==> src/pss_pkg.sv <==
package pss_pkg;

   // Command codes of the status commands served by this block.
   localparam logic [7:0] CMD_STATUS_BYTE = 8'h78;
   localparam logic [7:0] CMD_STATUS_WORD = 8'h79;
   localparam logic [7:0] CMD_OUTPUT_VOLTAGE_STATUS = 8'h7a;

   // Bit positions in the summary byte.
   localparam int SB_OFF = 6;
   localparam int SB_OVF = 5;
   localparam int SB_OCF = 4;
   localparam int SB_TEMP = 2;
   localparam int SB_CML = 1;
   localparam int SB_OTHER = 0;

   // Bit positions in the high byte of the summary word.
   localparam int SW_VOUT = 7;
   localparam int SW_IOUT = 6;
   localparam int SW_INPUT = 5;
   localparam int SW_VENDOR = 4;
   localparam int SW_PNG = 3;

   // Output-voltage flags occupy bits 7 down to 2 of their byte.
   localparam int VOUT_NFLAGS = 6;
   localparam int VOUT_LSB = 2;
   localparam int VF_OVF = 5;
   localparam int VF_OVW = 4;
   localparam int VF_UVW = 3;
   localparam int VF_UVF = 2;
   localparam int VF_SETPT = 1;
   localparam int VF_TONTO = 0;

   // Alert source vector layout.
   localparam int AS_NSRC = 11;

   // Values after reset, and response lengths.
   localparam logic [5:0] VOUT_RST = 6'h00;
   localparam logic [0:0] INUV_RST = 1'h1;
   localparam logic PNG_MASK_RST = 1'h1;
   localparam logic [1:0] LEN_BYTE = 2'h1;
   localparam logic [1:0] LEN_WORD = 2'h2;

   typedef struct packed {
      logic valid;
      logic write;
      logic [7:0] code;
      logic [7:0] wdata;
   } pss_cmd_s;

   typedef struct packed {
      logic valid;
      logic err;
      logic [1:0] len;
      logic [15:0] data;
   } pss_rsp_s;

   typedef struct packed {
      logic conv_enabled;
      logic iout_fault;
      logic iout_warn;
      logic temp_any;
      logic cml_any;
      logic input_other;
      logic mfr_overtemp;
      logic mfr_vout_min;
      logic power_bad;
   } pss_src_s;

endpackage

==> src/pss_w1c_flags.sv <==
module pss_w1c_flags
   import pss_pkg::*;
#(
   parameter int W = 1,
   parameter logic [W-1:0] RST = '0
) (
   input wire logic clock,
   input wire logic sys_rst,
   input wire logic [W-1:0] set_evt,
   input wire logic clr_stb,
   input wire logic [W-1:0] clr_bits,
   output logic [W-1:0] flags_ff
);

   // A flag raised in the cycle of its clear stays set, so no event is lost.
   for (genvar i = 0; i < W; i++) begin : g_flag
      always_ff @(posedge clock) begin
         if (sys_rst) begin
            flags_ff[i] <= RST[i];
         end else if (set_evt[i]) begin
            flags_ff[i] <= 1'b1;
         end else if (clr_stb && clr_bits[i]) begin
            flags_ff[i] <= 1'b0;
         end
      end
   end

endmodule // pss_w1c_flags

==> src/pss_alert.sv <==
module pss_alert
   import pss_pkg::*;
#(
   parameter int W = AS_NSRC
) (
   input wire logic clock,
   input wire logic sys_rst,
   input wire logic [W-1:0] src,
   input wire logic [W-1:0] mask,
   output logic alert_ff
);

   always_ff @(posedge clock) begin
      if (sys_rst) begin
         alert_ff <= 1'b0;
      end else begin
         alert_ff <= |(src & ~mask);
      end
   end

endmodule // pss_alert

==> src/pss_status.sv <==
// Operation
// - Command 78h read returns one read-only summary byte of critical faults.
// - Summary bit 6 reads 1 whenever the converter is not enabled.
// - Summary bit 5 mirrors the output overvoltage fault flag.
// - Summary bit 4 mirrors the output overcurrent fault flag.
// - Alert masking uses only source masks; summary bits have none.
// - Summary bits ignore writes and clear only when sources clear.
// - Summary bit 2 is set when any temperature source flag is set.
// - Summary bit 1 is set when any communication/memory/logic flag is set.
// - Summary bit 0 covers other faults and warnings, e.g. undervoltage.
// - Summary bit 0 reads 1 after reset via the input undervolt flag.
// - Command 79h returns two bytes; low byte equals the summary byte.
// - Word high byte: vout, iout, input, vendor, power_not_good at 7..3.
// - vout_summary is the OR of all output-voltage source flags.
// - iout_summary is set for overcurrent fault or warning.
// - Input summary is set while any input flag is present.
// - vendor_fault_summary is set for internal overtemp or output minimum.
// - power_not_good is unlatched and tracks the present condition.
// - The power_not_good alert mask resets to 1.
// - Command 7Ah returns output-voltage flags at bits 7..2, reset zero.
// - Output-voltage flags clear by host write; stored bits raise alerts unless masked by vout_mask.
module pss_status
   import pss_pkg::*;
(
   input wire logic clock,
   input wire logic sys_rst,
   input pss_cmd_s cmd,
   input pss_src_s src,
   input wire logic [VOUT_NFLAGS-1:0] vout_evt,
   input wire logic [VOUT_NFLAGS-1:0] vout_mask,
   input wire logic [1:0] iout_mask,
   input wire logic vin_low_evt,
   input wire logic inuv_clr,
   input wire logic inuv_mask,
   input wire logic ext_alert,
   input wire logic png_mask_wr,
   input wire logic png_mask_val,
   output pss_rsp_s rsp_ff,
   output logic [7:0] vout_status_ff,
   output logic alert_ff
);

   logic [VOUT_NFLAGS-1:0] vout_flags;
   logic [0:0] inuv_flag;
   logic png_mask_ff;
   logic vout_clr;
   logic [7:0] status_byte;
   logic [7:0] word_high;
   logic input_any;
   logic vout_any;
   logic [AS_NSRC-1:0] alert_src;
   logic [AS_NSRC-1:0] alert_mask;
   pss_rsp_s nxt_rsp;

   function automatic logic is_read(input pss_cmd_s c, input logic [7:0] code);
      return c.valid && !c.write && (c.code == code);
   endfunction

   // Only a write to the output-voltage status command clears flags;
   // writes to either summary command fall through without effect.
   assign vout_clr = cmd.valid && cmd.write && (cmd.code == CMD_OUTPUT_VOLTAGE_STATUS);

   pss_w1c_flags #(
      .W(VOUT_NFLAGS),
      .RST(VOUT_RST)
   ) u_vout_flags (
      .clock(clock),
      .sys_rst(sys_rst),
      .set_evt(vout_evt),
      .clr_stb(vout_clr),
      .clr_bits(cmd.wdata[7:VOUT_LSB]),
      .flags_ff(vout_flags)
   );

   // The input undervoltage flag starts set, since the input has not been
   // qualified yet when the core leaves reset.
   pss_w1c_flags #(
      .W(1),
      .RST(INUV_RST)
   ) u_inuv_flag (
      .clock(clock),
      .sys_rst(sys_rst),
      .set_evt(vin_low_evt),
      .clr_stb(inuv_clr),
      .clr_bits(1'b1),
      .flags_ff(inuv_flag)
   );

   always_ff @(posedge clock) begin
      if (sys_rst) begin
         png_mask_ff <= PNG_MASK_RST;
      end else if (png_mask_wr) begin
         png_mask_ff <= png_mask_val;
      end
   end

   // Summaries are pure functions of the source flags, so they cannot be
   // written and fall as soon as their last source is cleared.
   always_comb begin
      input_any = inuv_flag[0] || src.input_other;
      vout_any = |vout_flags;
      status_byte = 8'h00;
      status_byte[SB_OFF] = !src.conv_enabled;
      status_byte[SB_OVF] = vout_flags[VF_OVF];
      status_byte[SB_OCF] = src.iout_fault;
      status_byte[SB_TEMP] = src.temp_any;
      status_byte[SB_CML] = src.cml_any;
      status_byte[SB_OTHER] = (|vout_flags[VF_OVW:VF_TONTO]) ||
         src.iout_warn || input_any || src.mfr_overtemp ||
         src.mfr_vout_min;
      word_high = 8'h00;
      word_high[SW_VOUT] = vout_any;
      word_high[SW_IOUT] = src.iout_fault || src.iout_warn;
      word_high[SW_INPUT] = input_any;
      word_high[SW_VENDOR] = src.mfr_overtemp || src.mfr_vout_min;
      word_high[SW_PNG] = src.power_bad;
   end

   // Alert sources are the flags themselves; the summary bits are left out,
   // so only a source mask can keep a fault off the alert line.
   assign alert_src = {vout_flags, src.iout_fault, src.iout_warn,
                       src.power_bad, inuv_flag[0], ext_alert};
   assign alert_mask = {vout_mask, iout_mask, png_mask_ff, inuv_mask,
                        1'b0};

   pss_alert #(
      .W(AS_NSRC)
   ) u_alert (
      .clock(clock),
      .sys_rst(sys_rst),
      .src(alert_src),
      .mask(alert_mask),
      .alert_ff(alert_ff)
   );

   always_comb begin
      nxt_rsp = '0;
      nxt_rsp.valid = cmd.valid;
      if (is_read(cmd, CMD_STATUS_BYTE)) begin
         nxt_rsp.len = LEN_BYTE;
         nxt_rsp.data = {8'h00, status_byte};
      end else if (is_read(cmd, CMD_STATUS_WORD)) begin
         nxt_rsp.len = LEN_WORD;
         nxt_rsp.data = {word_high, status_byte};
      end else if (is_read(cmd, CMD_OUTPUT_VOLTAGE_STATUS)) begin
         nxt_rsp.len = LEN_BYTE;
         nxt_rsp.data = {8'h00, vout_flags, 2'b00};
      end else if (cmd.valid && cmd.write &&
                   (cmd.code == CMD_STATUS_BYTE ||
                    cmd.code == CMD_STATUS_WORD ||
                    cmd.code == CMD_OUTPUT_VOLTAGE_STATUS)) begin
         nxt_rsp.len = 2'h0;
      end else if (cmd.valid) begin
         nxt_rsp.err = 1'b1;
      end
   end

   always_ff @(posedge clock) begin
      if (sys_rst) begin
         rsp_ff <= '0;
      end else begin
         rsp_ff <= nxt_rsp;
      end
   end

   // A registered copy of the flag byte lets the power stage read it
   // without a combinational path back into this block.
   always_ff @(posedge clock) begin
      if (sys_rst) begin
         vout_status_ff <= 8'h00;
      end else begin
         vout_status_ff <= {vout_flags, 2'b00};
      end
   end
endmodule // pss_status

==> config.mk <==
export PLATFORM = sky130hd
export DESIGN_NAME = pss_status
export DESIGN_NICKNAME = d
export VERILOG_FILES = /design/src/pss_pkg.sv /design/src/pss_w1c_flags.sv /design/src/pss_alert.sv /design/src/pss_status.sv
export SDC_FILE = /design/constraint.sdc
export NUM_CORES = 1
export LEC_CHECK = 0
export ABC_AREA = 1
export BUFFER_PORTS_ARGS = -buffer_cell sky130_fd_sc_hd__buf_4
export CORE_UTILIZATION = 30
export DETAILED_ROUTE_END_ITERATION = 10
export HOLD_SLACK_MARGIN = 0.08
export SYNTH_ARGS = -nofsm -noshare
export SYNTH_HDL_FRONTEND = slang
export SYNTH_SLANG_ARGS = --single-unit
==> constraint.sdc <==
create_clock -name clock -period 1.99 [get_ports clock]
set_clock_uncertainty 0.2 [all_clocks]
set_input_delay 0.199 -clock clock [delete_from_list [all_inputs] [get_ports clock]]
set_output_delay 0.199 -clock clock [all_outputs]
set_load 0.01 [all_outputs]
* Word level (Yosys, flattened, before mapping)
Cells that the tools add are included.
** Storage, ports and cells
- Register bits :: 37
- Input port bits :: 49
- Output and inout port bits :: 29
- Logic and storage cells :: 80
** Operators by class
- Eq/ne operators :: 3
- Mux-type cells :: 17
- Bitwise gates (word level) :: 3
- Reductions and logical operators :: 38
** Operator list (number)
- == test 8 x 7 -> 1 bit (second input constant) :: 3
- 2-to-1 mux 18 bit :: 1
- 2-to-1 mux 17 bit :: 1
- 2-to-1 mux 1 bit :: 14
- logical AND 1 bit :: 13
- nonzero test 2 bit :: 6
- bitwise AND 11 bit :: 1
- inverter 11 bit :: 1
- OR reduction 11 bit :: 1
- OR reduction 5 bit :: 2
- logical OR 1 bit :: 9
- 2-to-1 mux 8 bit :: 1
- OR reduction 6 bit :: 1
- OR reduction 2 bit :: 2
- OR reduction 4 bit :: 1
- OR reduction 3 bit :: 1
- zero test 1 bit :: 2
- inverter 1 bit :: 1

* Depth between registers and ports, before layout
- Word-level depth :: 7
- Gate-level depth with buffers :: 8
- Gate-level depth less buffers :: 8

* Modules after synthesis
From an unflattened synthesis, not the netlist that was laid out.
** Second synthesis, totals
- Cells, all modules :: 190
- Area, all modules :: 1413.9 um^2
** Modules (own cells, without submodules)
- pss_status :: instances 1, cells an instance 120, area an instance 1006.0 um^2, seq. area each 480.5 um^2
- pss_w1c_flags (u_vout_flags) :: instances 1, cells an instance 30, area an instance 221.5 um^2, seq. area each 120.1 um^2
- pss_alert :: instances 1, cells an instance 35, area an instance 151.4 um^2, seq. area each 20.0 um^2
- pss_w1c_flags (u_inuv_flag) :: instances 1, cells an instance 5, area an instance 35.0 um^2, seq. area each 20.0 um^2

* Worst setup path before layout
Ideal clock, no wire load.
- Path type :: input to register
- Start point :: input port cmd[15] in the netlist's numbering
- End point :: register u_vout_flags.flags_ff[5]
- Setup time :: 0.112 ns
- Data arrival time :: 0.828 ns
- Data required time :: 1.678 ns
- Setup slack :: 0.849 ns
- Stages on the path :: 8
- Buffers on the path :: 0
- Path through :: inv_1 > nand2_1 > nor2_4 > nand2_2 > nor2_4 > nand2_1 > nand2_1 > nand2_1
** On the way
- Cells in the longest elaborated chain, start to end :: 4
** RTL lines
- start: declaration :: RTL line pss_status.sv:27 : input pss_cmd_s cmd,
- == test 8 x 7 -> 1 bit :: RTL line pss_status.sv:61 : assign vout_clr = cmd.valid && cmd.write && (cmd.code == CMD_OUTPUT_VOLTAGE_STATUS);
- logical AND 1 bit :: RTL line pss_status.sv:61
- logical AND 1 bit :: RTL line pss_w1c_flags.sv:22 : end else if (clr_stb && clr_bits[i]) begin
- nonzero test 2 bit (no source line)
- end signal: indexed assignment :: RTL line pss_w1c_flags.sv:19 : flags_ff[i] <= RST[i];
- end: declaration :: RTL line pss_w1c_flags.sv:12 : output logic [W-1:0] flags_ff
Every way passes these cells.
A chain may end at the register's enable or synchronous reset.

==> flow_summary.toml <==
[outcome]
status = "complete, no violations"

[floorplanning]
die_h_um = 68.2
fp.dieW_um = 68.2
row_count = 23
dieArea_mm2 = 0.00465
ios = 78
core_mm2 = 0.00412
initial_core_util = 0.319

[clocking]
cts_root_buffer = "clkbuf_8"
clk_path_buf_depth = 2
htreeDepth = 2
cts_buffers = 5
clk_latency_ps = 280
post_cts_buffers = 0
clk_pin_slew_worst_paths_ps = 70
cts.sinks = 32
tritoncts = "yes"

[critical_path]
path_class = "in2reg"
worstSetupPathDepth = 6
crit_family = "buffers and inverters"
crit_required_ps = 1960
arrival_ps = 1890
critPathSlowestCell = "dlygate4sd3_1"
worstPathMaxFanout = 7
crit_buf_inv = 3
crit_chain = "buf_4, dlygate4sd3_1, nor2_1, nand2_1, nand2_1, dlygate4sd3_1"
cp-end-kind = "flop"
reg2reg_depth = 5
start_kind = "input port"
cpPeakStageDelay_ps = 750

[pwr]
p_per_area_mw_per_mm2 = 678
vdd_drop_max_v = 0.000390
p_leak_uw = 0.00121
power_uw = 1590

[route]
drt-pass1-iter-count = 4
drt-vias-per-instance = 4.12
drtIter0Drc = 47
vias = 1373
drc = 0
drt-wirelength-per-cell_um = 10.4
routed_wl_mm = 3.45
ant_nets = 0

[sta]
rsz0062_at_grt = "false"
fin_crit_sh = 0.964
tns_ps = 0
layout_setup_ws_ps = 72.1
fmax_mhz = 521
hold_violations = 0
slew_violations = 0
fin_crit_ps = 1920
final-setup-viol-count = 0

[global_routing]
grt_pass1_wl_mm = 5.24
first_global_vias = 1261
overflow = 0
grt_usage = 0.160
grt_max_degree = 11
antenna_found_initial = 0

[synthesis]
synth.distinct_cells = 21
synth_edf_count = 0
ys_top_cells_by_area = "dfxtp_1, nand2_1, nor2_1"
syn_area_per_cell_um2 = 7.59
synth_ff_type = "dfxtp_1"
async_reset_ff_frac = 0
synth_cells = 173
netlist_top_cells_count = "nand2_1, dfxtp_1, nor2_1"
synth_most_common_cell = "nand2_1"
synth_top_area_frac = 0.488
synth_seq_area_share = 0.488
ys_ff_latch = 32
netlist_area_mm2 = 0.00131
yosysTopAreaCell = "dfxtp_1"
synth_warnings = 0

[final_layout]
nets = 331
nFillCells = 387
antenna_cells = 0
areaGrowthSynthToFinish_pct = 78.6
layout-drive-gt1-share = 0.339
finalInstanceArea_mm2 = 0.00235

[min_path]
hp-class = "in2reg"
hold_depth = 6

[placement]
post-place-ws_ps = 580
gp_congestion = 0.737
port_buffers = 70
hpwl_mm = 2.45
placed_area_mm2 = 0.00188

[job]
cap_violations = 0
## final timing paths
check / start / to / slack [ps]
max: sys_rst / u_vout_flags.flags_ff[3] / 70
max reg2reg: u_vout_flags.flags_ff[3] / u_vout_flags.flags_ff[3] / 490
min: ext_alert / u_alert.alert_ff / 100
min reg2reg: u_vout_flags.flags_ff[5] / rsp_ff[15] / 280
## stage by stage
stage | utilization | hold WS (ps) | std cells
final | 0.570 | 99.3 | 333
after global routing | 0.570 | 138 | 333
after CTS | 0.569 | 96.4 | 333
after detailed placement | 0.456 | 194 | 291
after global placement | 0.456 | 188 | 291
after floorplan | - | 96.4 | 177
## cell families (layout without fill, tap and decap cells)
logic type             count (synthesis)  after routing  share of synthesized area
DFF                                   32             32                      0.488
and+or+nand+nor                       98             98                      0.359
other                                  1              5                    0.00285
buffers and inverters                 32            138                      0.108
AOI/OAI and AO/OA                     10             10                     0.0429
## repair_timing
item                       4_1_cts  5_1_grt
hold endpoints to repair        26        0
gates resized for setup          0        1
setup endpoints to repair        0        6
hold buffers                    34        0
## state kept, by name, indices dropped and copies added, names as in the netlist
| register | cells |
|---|---|
| vout_status_ff | 6 |
| png_mask_ff | 1 |
| u_vout_flags.flags_ff | 6 |
| u_alert.alert_ff | 1 |
| rsp_ff | 17 |
| u_inuv_flag.flags_ff | 1 |
## worst reg2reg max path: stages (launching register included)
cell and delay [ps]:
dfxtp_1 330, inv_1 50, nor2_1 190, nand2_1 80, nand2_1 60, dlygate4sd3_1 540
## per-layer routing
layer	wire length [um]	global-route usage	share of wire
met5	0	0	0
met2	1670	0.268	0.48
met4	46	0.0703	0.013
met1	1490	0.178	0.43
met3	245	0.0600	0.071
## where the power goes
group,internal (uW),switching (uW)
combinational,142,101
sequential,666,9.06
clock,441,231
total,1250,340
## layout make-up
cell class                      instances  area (um2)  share of cell area
Sequential cell                        32         641               0.273
Inverter                               25        93.8              0.0400
Clock inverter                          1        30.0              0.0128
Tap cell                               50        62.6              0.0267
Timing Repair Buffer                  105         873               0.372
Clock buffer                            7        96.3              0.0411
Multi-Input combinational cell        113         549               0.234
## layout by cell type (no fill, tap or decap), types with 3 or more instances in the layout
cell / netlist / final
a21oi_1: 3 / 3
buf_4: 5 / 71
clkbuf_8: 0 / 7
conb_1: 1 / 5
dfxtp_1: 32 / 32
dlygate4sd3_1: 0 / 34
inv_1: 22 / 22
inv_2: 3 / 3
nand2_1: 48 / 47
nand2_2: 3 / 4
nand3_1: 5 / 5
nand4_1: 4 / 4
nor2_1: 27 / 27
nor2_4: 4 / 4
o21ai_0: 5 / 5
(Power assumes the default switching activity.)
